==> src/core/adcrc_pkg.sv <==
// adcrc_pkg: constants shared by the converter readout and reset control logic
// assumes a single 25 MHz core clock and synchronous host-side pin inputs
package adcrc_pkg;
   localparam int          CLK_PERIOD_NS = 40;
   localparam int          RESUME_NS     = 20;   // restart delay after reset release
   localparam int          ABORT_NS      = 50;   // latest abort after reset entry
   localparam int          CONV_NS       = 400;  // conversion time
   // longest times round down, never below one cycle
   localparam int          RESUME_CYC    = (RESUME_NS / CLK_PERIOD_NS) < 1 ? 1 :
                                           (RESUME_NS / CLK_PERIOD_NS);
   localparam int          ABORT_CYC     = (ABORT_NS / CLK_PERIOD_NS) < 1 ? 1 :
                                           (ABORT_NS / CLK_PERIOD_NS);
   localparam int          CONV_CYC      = CONV_NS / CLK_PERIOD_NS;
   localparam int          DATA_W        = 16;
   localparam int          HALF_W        = 8;
   localparam int          FIFO_DEPTH    = 8;
   localparam int          POR_CONVS     = 3;    // conversions before all state is clean
   localparam logic [7:0]  ALL_ONES_BYTE = 8'hFF;
   localparam logic [15:0] ZERO_WORD     = 16'h0000;
   localparam logic [3:0]  CNT_ZERO      = 4'h0;
   localparam logic [3:0]  CNT_ONE       = 4'h1;
   localparam logic [3:0]  CONV_LAST     = 4'(CONV_CYC - 1);
   localparam logic [3:0]  RESUME_LAST   = 4'(RESUME_CYC);
   localparam logic [1:0]  POR_LAST      = 2'(POR_CONVS);

   // control states, one-hot
   typedef enum logic [3:0] {
      ST_RESET  = 4'b0001,
      ST_RESUME = 4'b0010,
      ST_SAMPLE = 4'b0100,
      ST_CONV   = 4'b1000
   } adcrc_state_t;
endpackage : adcrc_pkg

==> src/core/adcrc_fifo.sv <==
// adcrc_fifo: small synchronous result FIFO with valid/ready on both sides
// assumes one clock; flush empties it in one cycle
`timescale 1ns/1ps
`default_nettype none
module adcrc_fifo #(
   parameter int WIDTH = 16,
   parameter int DEPTH = 8
) (
   input  wire logic             clk,     // core clock
   input  wire logic             rstn,    // async reset, active low
   input  wire logic             flush,   // drop all entries
   input  wire logic [WIDTH-1:0] inData,  // write data
   input  wire logic             inValid, // write request
   output logic                  inReady, // space available
   output logic      [WIDTH-1:0] outData, // head entry
   output logic                  outValid,// head valid
   input  wire logic             outReady // reader takes head
);
   localparam int AW = $clog2(DEPTH);
   typedef struct packed {
      logic [AW:0] wp;
      logic [AW:0] rp;
   } adcrc_fifo_t;
   adcrc_fifo_t            st_r, st_nxt;
   logic [WIDTH-1:0]       mem [DEPTH];
   logic                   doWr, doRd;

   // full/empty from extra pointer bit
   assign outValid = st_r.wp != st_r.rp;
   assign inReady  = (st_r.wp[AW-1:0] != st_r.rp[AW-1:0]) || (st_r.wp[AW] == st_r.rp[AW]);
   assign outData  = mem[st_r.rp[AW-1:0]];
   assign doWr     = inValid && inReady && !flush;
   assign doRd     = outValid && outReady && !flush;

   always_comb begin
      st_nxt = st_r;
      if (flush) begin
         st_nxt.wp = '0;
         st_nxt.rp = '0;
      end else begin
         if (doWr) st_nxt.wp = st_r.wp + 1'b1;
         if (doRd) st_nxt.rp = st_r.rp + 1'b1;
      end
   end

   always_ff @(posedge clk or negedge rstn) begin
      if (!rstn) st_r <= '0;
      else       st_r <= st_nxt;
   end

   // storage has no reset; only pointers define contents
   always_ff @(posedge clk) begin
      if (doWr) mem[st_r.wp[AW-1:0]] <= inData;
   end
endmodule : adcrc_fifo // adcrc_fifo
`default_nettype wire

==> src/core/adcrc_ctrl.sv <==
// adcrc_ctrl: conversion sequencing, abort-reset and parallel readout of a 16-bit converter
// assumes host pins are synchronous to core_clk; the analog result arrives on convResult
`timescale 1ns/1ps
`default_nettype none
module adcrc_ctrl (
   input  wire logic        core_clk,          // 25 MHz core clock
   input  wire logic        rstn,              // reset pin and power-on reset, active low
   input  wire logic        selectN,           // chip select, active low
   input  wire logic        readN,             // read strobe, active low
   input  wire logic        conversion_start_n,// conversion start, active low
   input  wire logic        byteSel,           // half-word selector
   input  wire logic [15:0] convResult,        // result from the analog core
   output logic      [7:0]  upper_output_lines,// data lines 15..8
   output logic      [7:0]  lower_output_lines,// data lines 7..0
   output logic             dataOeN,           // output enable, low while driving
   output logic             busy,              // conversion in progress
   output logic             sampling,          // track mode active
   output logic             porDone            // three conversions since the last pin or power-on reset
);
   typedef struct packed {
      adcrc_pkg::adcrc_state_t state;
      logic [3:0]              cnt;
      logic                    first;      // next sample follows a reset
      logic                    busyFell;   // busy has ended, sampling pending
      logic                    selPrev;
      logic                    startPrev;
      logic [15:0]             word;       // latched word on output side
      logic [7:0]              upper_r;
      logic [7:0]              lower_r;
      logic                    oeN_r;
      logic                    busy_r;
      logic                    samp_r;
      logic [1:0]              porCnt;
      logic                    por_r;
   } adcrc_st_t;

   adcrc_st_t    st_r, st_nxt;
   logic         selFall, startFall, abortReq, popNow;
   logic [15:0]  fifoData;
   logic         fifoValid, fifoInReady, fifoPush;

   assign selFall   = st_r.selPrev && !selectN;
   assign startFall = st_r.startPrev && !conversion_start_n;
   // either abort condition only counts while converting
   assign abortReq  = (st_r.state == adcrc_pkg::ST_CONV) &&
                      ((startFall && !selectN) || selFall);
   assign fifoPush  = (st_r.state == adcrc_pkg::ST_CONV) &&
                      (st_r.cnt == adcrc_pkg::CONV_LAST) && !abortReq;
   // head leaves the queue on the very edge that latches it, so a read
   // that starts next cycle cannot swallow a queued word
   assign popNow    = fifoValid && (selectN || readN) &&
                      (st_r.state != adcrc_pkg::ST_RESET);

   // results queue between the converter and the output latch; a stalled
   // queue holds the converter in its last cycle rather than dropping a word
   adcrc_fifo #(
      .WIDTH (adcrc_pkg::DATA_W),
      .DEPTH (adcrc_pkg::FIFO_DEPTH)
   ) u_fifo (
      .clk      (core_clk),
      .rstn     (rstn),
      .flush    (abortReq),
      .inData   (convResult),
      .inValid  (fifoPush),
      .inReady  (fifoInReady),
      .outData  (fifoData),
      .outValid (fifoValid),
      .outReady (popNow)
   );

   // next-state logic
   always_comb begin
      st_nxt           = st_r;
      st_nxt.selPrev   = selectN;
      st_nxt.startPrev = conversion_start_n;
      case (st_r.state)
         adcrc_pkg::ST_RESET: begin
            // internal reset pulse: clear latches, then resume by itself
            st_nxt.word     = adcrc_pkg::ZERO_WORD;
            st_nxt.busy_r   = 1'b0;
            st_nxt.samp_r   = 1'b0;
            st_nxt.first    = 1'b1;
            st_nxt.busyFell = 1'b0;
            st_nxt.cnt      = adcrc_pkg::CNT_ZERO;
            st_nxt.state    = adcrc_pkg::ST_RESUME;
         end
         adcrc_pkg::ST_RESUME: begin
            // first sample a fixed delay after release, no select edge needed
            st_nxt.cnt = st_r.cnt + adcrc_pkg::CNT_ONE;
            if (st_r.cnt + adcrc_pkg::CNT_ONE >= adcrc_pkg::RESUME_LAST) begin
               st_nxt.state  = adcrc_pkg::ST_SAMPLE;
               st_nxt.samp_r = 1'b1;
               st_nxt.first  = 1'b0;
            end
         end
         adcrc_pkg::ST_SAMPLE: begin
            // track starts at the later of busy fall and select fall
            if (!st_r.samp_r && st_r.busyFell && (selFall || !selectN)) begin
               st_nxt.samp_r   = 1'b1;
               st_nxt.busyFell = 1'b0;
            end
            // start edge with select low moves to hold
            if (startFall && !selectN) begin
               st_nxt.state  = adcrc_pkg::ST_CONV;
               st_nxt.busy_r = 1'b1;
               st_nxt.samp_r = 1'b0;
               st_nxt.cnt    = adcrc_pkg::CNT_ZERO;
            end
         end
         adcrc_pkg::ST_CONV: begin
            if (abortReq) begin
               st_nxt.state  = adcrc_pkg::ST_RESET;
               st_nxt.busy_r = 1'b0;
            end else if (st_r.cnt != adcrc_pkg::CONV_LAST) begin
               st_nxt.cnt = st_r.cnt + adcrc_pkg::CNT_ONE;
            end else if (fifoInReady) begin
               // conversion done, busy falls
               st_nxt.state    = adcrc_pkg::ST_SAMPLE;
               st_nxt.busy_r   = 1'b0;
               st_nxt.busyFell = 1'b1;
               if (st_r.porCnt != adcrc_pkg::POR_LAST)
                  st_nxt.porCnt = st_r.porCnt + 2'b01;
            end
         end
         default: st_nxt.state = adcrc_pkg::ST_RESET;
      endcase
      st_nxt.por_r = (st_nxt.porCnt == adcrc_pkg::POR_LAST);

      // latch the oldest queued word whenever the bus is idle
      if (popNow) begin
         st_nxt.word = fifoData;
      end

      // output lines and enable
      st_nxt.oeN_r = selectN || readN;
      if (byteSel) begin
         st_nxt.upper_r = st_nxt.word[7:0];
         st_nxt.lower_r = adcrc_pkg::ALL_ONES_BYTE;
      end else begin
         st_nxt.upper_r = st_nxt.word[15:8];
         st_nxt.lower_r = st_nxt.word[7:0];
      end
   end

   // async reset covers the pin and power-on reset alike
   always_ff @(posedge core_clk or negedge rstn) begin
      if (!rstn) begin
         st_r           <= '0;
         st_r.state     <= adcrc_pkg::ST_RESET;
         st_r.selPrev   <= 1'b1;
         st_r.startPrev <= 1'b1;
         st_r.oeN_r     <= 1'b1;
      end else begin
         st_r <= st_nxt;
      end
   end

   assign upper_output_lines = st_r.upper_r;
   assign lower_output_lines = st_r.lower_r;
   assign dataOeN            = st_r.oeN_r;
   assign busy               = st_r.busy_r;
   assign sampling           = st_r.samp_r;
   assign porDone            = st_r.por_r;

   // abort must leave conversion within the abort bound
   a_abort_busy_drop: assert property (@(posedge core_clk) disable iff (!rstn)
      abortReq |=> !busy && st_r.state == adcrc_pkg::ST_RESET)
      else $error("abort did not drop busy");

   // the internal reset lets go by itself, the host does nothing
   a_abort_self_clear: assert property (@(posedge core_clk) disable iff (!rstn)
      abortReq |=> ##1 st_r.state == adcrc_pkg::ST_RESUME)
      else $error("internal reset did not clear itself");

   // the latch is zero once the reset state has passed
   a_reset_zero_word: assert property (@(posedge core_clk) disable iff (!rstn)
      st_r.state == adcrc_pkg::ST_RESET |=> st_r.word == adcrc_pkg::ZERO_WORD)
      else $error("reset left data latch nonzero");

   // keyed on the resume state, so the release edge of the pin cannot fire it early
   a_first_sample: assert property (@(posedge core_clk) disable iff (!rstn)
      (st_r.state == adcrc_pkg::ST_RESUME &&
       st_r.cnt + adcrc_pkg::CNT_ONE >= adcrc_pkg::RESUME_LAST) |=> sampling)
      else $error("first sample not started after reset");

   // the resume wait is a single cycle
   a_resume_time: assert property (@(posedge core_clk) disable iff (!rstn)
      st_r.state == adcrc_pkg::ST_RESUME |=> st_r.state != adcrc_pkg::ST_RESUME)
      else $error("resume took too long");

   // lines float unless both select and read are low
   a_oe_select_read: assert property (@(posedge core_clk) disable iff (!rstn)
      (selectN || readN) |=> dataOeN)
      else $error("outputs driven without select and read");

   // second byte of an 8-bit read
   a_byte_high_ones: assert property (@(posedge core_clk) disable iff (!rstn)
      byteSel |=> lower_output_lines == adcrc_pkg::ALL_ONES_BYTE
                  && upper_output_lines == st_r.word[7:0])
      else $error("byte high readout wrong");

   // full word, most significant bit on the top line
   a_byte_low_word: assert property (@(posedge core_clk) disable iff (!rstn)
      !byteSel |=> {upper_output_lines, lower_output_lines} == st_r.word)
      else $error("full word readout wrong");

   // a taken start switches track to hold at once
   a_start_busy: assert property (@(posedge core_clk) disable iff (!rstn)
      (st_r.state == adcrc_pkg::ST_SAMPLE && startFall && !selectN) |=> busy && !sampling)
      else $error("start edge did not enter hold");

   // busy may only fall at the last step or on an abort
   a_busy_length: assert property (@(posedge core_clk) disable iff (!rstn)
      (busy && !abortReq && st_r.cnt != adcrc_pkg::CONV_LAST) |=> busy)
      else $error("busy shorter than conversion");

   // select fall mid-conversion aborts
   a_select_abort: assert property (@(posedge core_clk) disable iff (!rstn)
      (busy && selFall) |=> !busy)
      else $error("select fall did not abort");

   // start with select low mid-conversion aborts like the pin reset
   a_start_abort: assert property (@(posedge core_clk) disable iff (!rstn)
      (busy && startFall && !selectN)
      |=> !busy && st_r.state == adcrc_pkg::ST_RESET)
      else $error("start edge did not abort conversion");

   // an abort drops every queued word so no stale result escapes
   a_abort_flush: assert property (@(posedge core_clk) disable iff (!rstn)
      abortReq
      |=> !fifoValid)
      else $error("abort left words queued");

   // a select fall outside a conversion is an ordinary select
   a_select_idle: assert property (@(posedge core_clk) disable iff (!rstn)
      (st_r.state == adcrc_pkg::ST_SAMPLE && selFall && conversion_start_n)
      |=> st_r.state == adcrc_pkg::ST_SAMPLE)
      else $error("select fall reset an idle converter");

   // with select high after busy falls, tracking must wait
   a_sample_wait: assert property (@(posedge core_clk) disable iff (!rstn)
      (st_r.state == adcrc_pkg::ST_SAMPLE && !sampling && selectN)
      |=> !sampling)
      else $error("tracking started before select fall");

   // busy over and select low: tracking starts next edge
   a_sample_go: assert property (@(posedge core_clk) disable iff (!rstn)
      (st_r.state == adcrc_pkg::ST_SAMPLE && st_r.busyFell && !selectN && !startFall)
      |=> sampling)
      else $error("tracking did not start");

   // tracking ends only by a new conversion
   a_sample_keep: assert property (@(posedge core_clk) disable iff (!rstn)
      sampling
      |=> sampling || busy)
      else $error("tracking ended without a start");

   // no tracking while the converter holds its sample
   a_hold_no_track: assert property (@(posedge core_clk) disable iff (!rstn)
      busy
      |-> !sampling)
      else $error("tracking during conversion");

   // a start with select high is ignored
   a_start_needs_select: assert property (@(posedge core_clk) disable iff (!rstn)
      (st_r.state == adcrc_pkg::ST_SAMPLE && !(startFall && !selectN))
      |=> !busy)
      else $error("conversion began without a valid start");

   // busy shows exactly the conversion state
   a_busy_in_conv: assert property (@(posedge core_clk) disable iff (!rstn)
      busy == (st_r.state == adcrc_pkg::ST_CONV))
      else $error("busy out of step with conversion");

   // the conversion counter never passes its last step
   a_conv_count: assert property (@(posedge core_clk) disable iff (!rstn)
      st_r.state == adcrc_pkg::ST_CONV
      |-> st_r.cnt <= adcrc_pkg::CONV_LAST)
      else $error("conversion counter overran");

   // a finished conversion queues its word as busy falls
   a_done_queued: assert property (@(posedge core_clk) disable iff (!rstn)
      (st_r.state == adcrc_pkg::ST_CONV && st_r.cnt == adcrc_pkg::CONV_LAST
       && fifoInReady && !abortReq)
      |=> !busy && fifoValid)
      else $error("finished word not queued");

   // a word leaving the queue lands in the output latch
   a_pop_latch: assert property (@(posedge core_clk) disable iff (!rstn)
      popNow
      |=> st_r.word == $past(fifoData))
      else $error("popped word not latched");

   // outside the reset state, the word stays put while the host reads it
   a_word_hold_read: assert property (@(posedge core_clk) disable iff (!rstn)
      (!selectN && !readN && st_r.state != adcrc_pkg::ST_RESET)
      |=> $stable(st_r.word))
      else $error("word changed during a read");

   // outputs drive one edge after select and read are both low
   a_oe_drive: assert property (@(posedge core_clk) disable iff (!rstn)
      (!selectN && !readN)
      |=> !dataOeN)
      else $error("outputs not driven during read");

   // an internal reset with byteSel low leaves a zero word on the lines
   a_reset_lines_zero: assert property (@(posedge core_clk) disable iff (!rstn)
      (st_r.state == adcrc_pkg::ST_RESET && !byteSel)
      |=> {upper_output_lines, lower_output_lines} == adcrc_pkg::ZERO_WORD)
      else $error("lines not zero after reset");

   // the reset pulse is one cycle, then the resume wait
   a_reset_self_end: assert property (@(posedge core_clk) disable iff (!rstn)
      st_r.state == adcrc_pkg::ST_RESET
      |=> st_r.state == adcrc_pkg::ST_RESUME)
      else $error("reset state did not end");

   // nothing converts or tracks while the reset is in force
   a_reset_quiet: assert property (@(posedge core_clk) disable iff (!rstn)
      (st_r.state == adcrc_pkg::ST_RESET || st_r.state == adcrc_pkg::ST_RESUME)
      |-> !busy && !sampling)
      else $error("activity during reset");

   // the power-up flag holds until the next pin reset
   a_por_sticky: assert property (@(posedge core_clk) disable iff (!rstn)
      porDone
      |=> porDone)
      else $error("power-up flag dropped");

   // the flag follows the conversion count exactly
   a_por_count: assert property (@(posedge core_clk) disable iff (!rstn)
      porDone == (st_r.porCnt == adcrc_pkg::POR_LAST))
      else $error("power-up flag out of step");

   // a corrupt state falls back to the reset state through the default branch
   a_state_onehot: assert property (@(posedge core_clk) disable iff (!rstn)
      $onehot(st_r.state))
      else $error("control state not one-hot");
endmodule : adcrc_ctrl // adcrc_ctrl
`default_nettype wire

==> config.mk <==
export PLATFORM = sky130hd
export DESIGN_NAME = adcrc_ctrl
export DESIGN_NICKNAME = d
export VERILOG_FILES = /design/src/core/adcrc_pkg.sv /design/src/core/adcrc_fifo.sv /design/src/core/adcrc_ctrl.sv
export SDC_FILE = /design/constraint.sdc
export NUM_CORES = 1
export LEC_CHECK = 0
export ABC_AREA = 1
export BUFFER_PORTS_ARGS = -buffer_cell sky130_fd_sc_hd__buf_2
export CAP_MARGIN = 20
export CORE_MARGIN = 2
export CORE_UTILIZATION = 25
export DETAILED_ROUTE_END_ITERATION = 6
export PLACE_DENSITY = 0.48
export SLEW_MARGIN = 40
export SYNTH_ARGS = -nofsm -noshare
export SYNTH_HDL_FRONTEND = slang
export SYNTH_SLANG_ARGS = --single-unit
==> constraint.sdc <==
create_clock -name core_clk -period 3.9 [get_ports core_clk]
set_clock_uncertainty 0.05 [all_clocks]
set_input_delay 0.975 -clock core_clk [delete_from_list [all_inputs] [get_ports core_clk]]
set_output_delay 0.975 -clock core_clk [all_outputs]
set_load 0.1 [all_outputs]
==> results.yml <==
run_status:
  status: "completed"
layout:
  syn2layout_area_growth_pct: 15.0
  num-nets-final: 974
  stdcell_count: 1408
  regArea_um2: 5280
  fillers: 3570
  drive_gt1_share_pct: 14.9
  fin_util_pct: 29.2
  multi_input_area_um2: 2310
  antenna_cells: 0
sta:
  tightest_slew_ns: 0.773
  setup_tns_ns: 0
  rsz0062_at_grt: "false"
  slew_headroom_pct: 48.5
  setup_violations: 0
  fmax_mhz: 365
  period_needed_ns: 2.74
  slew_violations: 0
  finalCritPeriodShare_pct: 70.3
  hold_viol_final: 0
  holdWs_ns: 0.429
floorplanning:
  die-width_um: 189
  start_util_pct: 25.4
  fp.coreArea_um2: 33500
  ioPinCount: 42
  die_area_um2: 35600
  rows: 67
  die_height_um: 189
worst_setup_path:
  r2r-start: "u_fifo.st_r[2]"
  worstSetupStartpoint: "u_fifo.st_r[2]"
  critPathCapture: "u_fifo.mem[6][7]"
  rrSetupSlack_ns: 1.16
  critPathMaxFanout: 20
  worst_r2r_endpoint: "u_fifo.mem[6][7]"
  required_ns: 3.97
  start_kind: "register"
  r2r_cells: 7
  critPathKind: "reg2reg"
  setup.worst_path.end_class: "register"
  arrival_ns: 2.81
hold_path:
  hold_path.class: "reg2reg"
global_route:
  grt_pass1_vias: 5225
  grt_usage_pct: 11.2
  grt_max_degree: 68
  grt_pass1_wl_um: 30200
  grt-ovfl-total: 0
  antenna_found_initial: 0
pwr:
  p_per_area_nw_per_um2: 731
  netSwitchingPower_w: 0.00312
  p_leak_nw: 4.62
  intPower_w: 0.00405
  p_comb_share_pct: 39.4
  finalPower_w: 0.00717
  clkPwrFrac_pct: 26.6
  seqPwrFrac_pct: 34.0
  ir_worst_vdd_mv: 0.550
  switching_share_pct: 43.5
yosys:
  yosysUniqueCellTypes: 31
  syn_nets: 945
  ys_async_sr_fraction_pct: 30.8
  yosysTopAreaCell: "edfxtp_1"
  synth_seq_cells: 185
  synth_commonest_cells: "nand2_1 (304), inv_1 (173), edfxtp_1 (128)"
  synth_cells: 918
  postSynthAreaPerCell_um2: 9.29
  synth.most_common_cell: "nand2_1"
  synthesis.yosys.warnings: 0
  synth_area_um2: 8530
  synth_ff_type: "edfxtp_1"
  synth_edf_count: 128
  yosysTopAreaCellShare_pct: 45.1
  ys_seq_area_share_pct: 61.9
  synth.area.top_cells: "edfxtp_1 (45%), dfrtp_1 (16%), nand2_1 (13%), inv_1 (7.6%), nand3_1 (5.3%)"
detailed_routing:
  first_pass_iters: 5
  drtIter0Drc: 418
  vias_per_cell: 3.94
  vias: 5544
  drt-total-wl_um: 18900
  wl_per_cell_um: 13.5
  ant_nets: 0
  drc: 0
clocking:
  cts_buffers: 17
  clk_path_buf_depth: 2
  htreeDepth: 4
  cts_root_buf: "clkbuf_16"
  cts_tree: "yes"
  cts.repair.resized: 0
  clkLatencyLatePin_ns: 0.44
  cts-hold-fix-buffers: 0
  path_clk_slew_ns: 0.07
  cts_setup_buffers: 0
  cts_sinks: 185
placement:
  port_buffers: 41
  gp_congestion: 0.749
  dp_hpwl_um: 12700
  dp.cells: 1376
job:
  cap_viol_max_count: 0
==> placed cells by master (no fill, tap or decap), drive strengths merged, types with 15 or more instances in the layout <==
cell type,instances
nand3,92
inv,184
nand2,337
clkbuf,17
o21ai,15
dfrtp,53
edfxtp,128
nor2,45
buf,56
==> per-stage QoR <==
| step | area (um^2) | setup slack (ns) |
|---|---|---|
| 6_report | 9810 | 1.16 |
| 5_1_grt | 9810 | 1.03 |
| 4_1_cts | 9810 | 1.21 |
| 3_5_place_dp | 9140 | 1.03 |
| 3_3_place_gp | 9140 | 1.05 |
| 2_1_floorplan | 8530 | 0.767 |
==> power groups by stage <==
stage | Clock, W | Sequential [W] | Combinational [W]
finish | 0.00191 | 0.00244 | 0.00283
global route | 0.00205 | 0.00246 | 0.00315
CTS | 0.00196 | 0.00244 | 0.00286
detailed placement | 0 | 0.00248 | 0.00285
global placement | 0 | 0.00248 | 0.00284
floorplan | 0 | 0.00246 | 0.00233
==> kinds of logic after synthesis <==
family	Yosys count	synth area share [%]
xor gates and xnor gates	7	0.719
DFF	185	61.9
adders and majority gates	5	0.734
buffers and inverters	223	11.4
and+or+nand+nor	481	24.2
AOI/OAI and AO/OA	17	1.13
==> worst min-delay path by stage <==
| stage | start | to | slack, ns | cells past startpoint |
|---|---|---|---|---|
| final | st_r[2] | st_r[2] | 0.43 | 2 |
| after global placement | busy | busy | 0.41 | 2 |
| after CTS | st_r[2] | st_r[2] | 0.43 | 2 |
| after floorplan | st_r[2] | st_r[2] | 0.39 | 2 |
| after global routing | st_r[2] | st_r[2] | 0.45 | 2 |
| after detailed placement | st_r[2] | st_r[2] | 0.42 | 2 |
==> worst max-delay path: stages (launching register included) <==
cell,delay (ns)
dfrtp_1,0.81
inv_2,0.31
nand2_4,0.15
nand2_4,0.06
nand4_1,0.21
nand3_1,0.33
nor3_2,0.21
buf_4,0.29
==> state kept, by name (all words and copies together), names as in the netlist <==
register	flops
lower_output_lines	8
porDone	1
u_fifo.st_r	8
busy	1
u_fifo.mem	128
upper_output_lines	8
dataOeN	1
sampling	1
st_r	29
==> cell type report <==
class / instances / area share, %
well taps: 448 / 5.72
clock buffers: 17 / 4.34
flip-flops and latches: 185 / 53.8
inverters: 177 / 6.80
repair buffers: 56 / 3.27
clock inverters: 15 / 2.48
multi-input cells: 510 / 23.6
==> routing by layer <==
layer | routed length, um | vias up | global-route usage (%)
met2 | 7800 | 84 | 15.7
met5 | 0 | - | 0
li1 | - | 2866 | -
met3 | 678 | 16 | 2.25
met1 | 10200 | 2578 | 17.0
met4 | 235 | 0 | 3.70
Power figures use the tool's default switching activity.
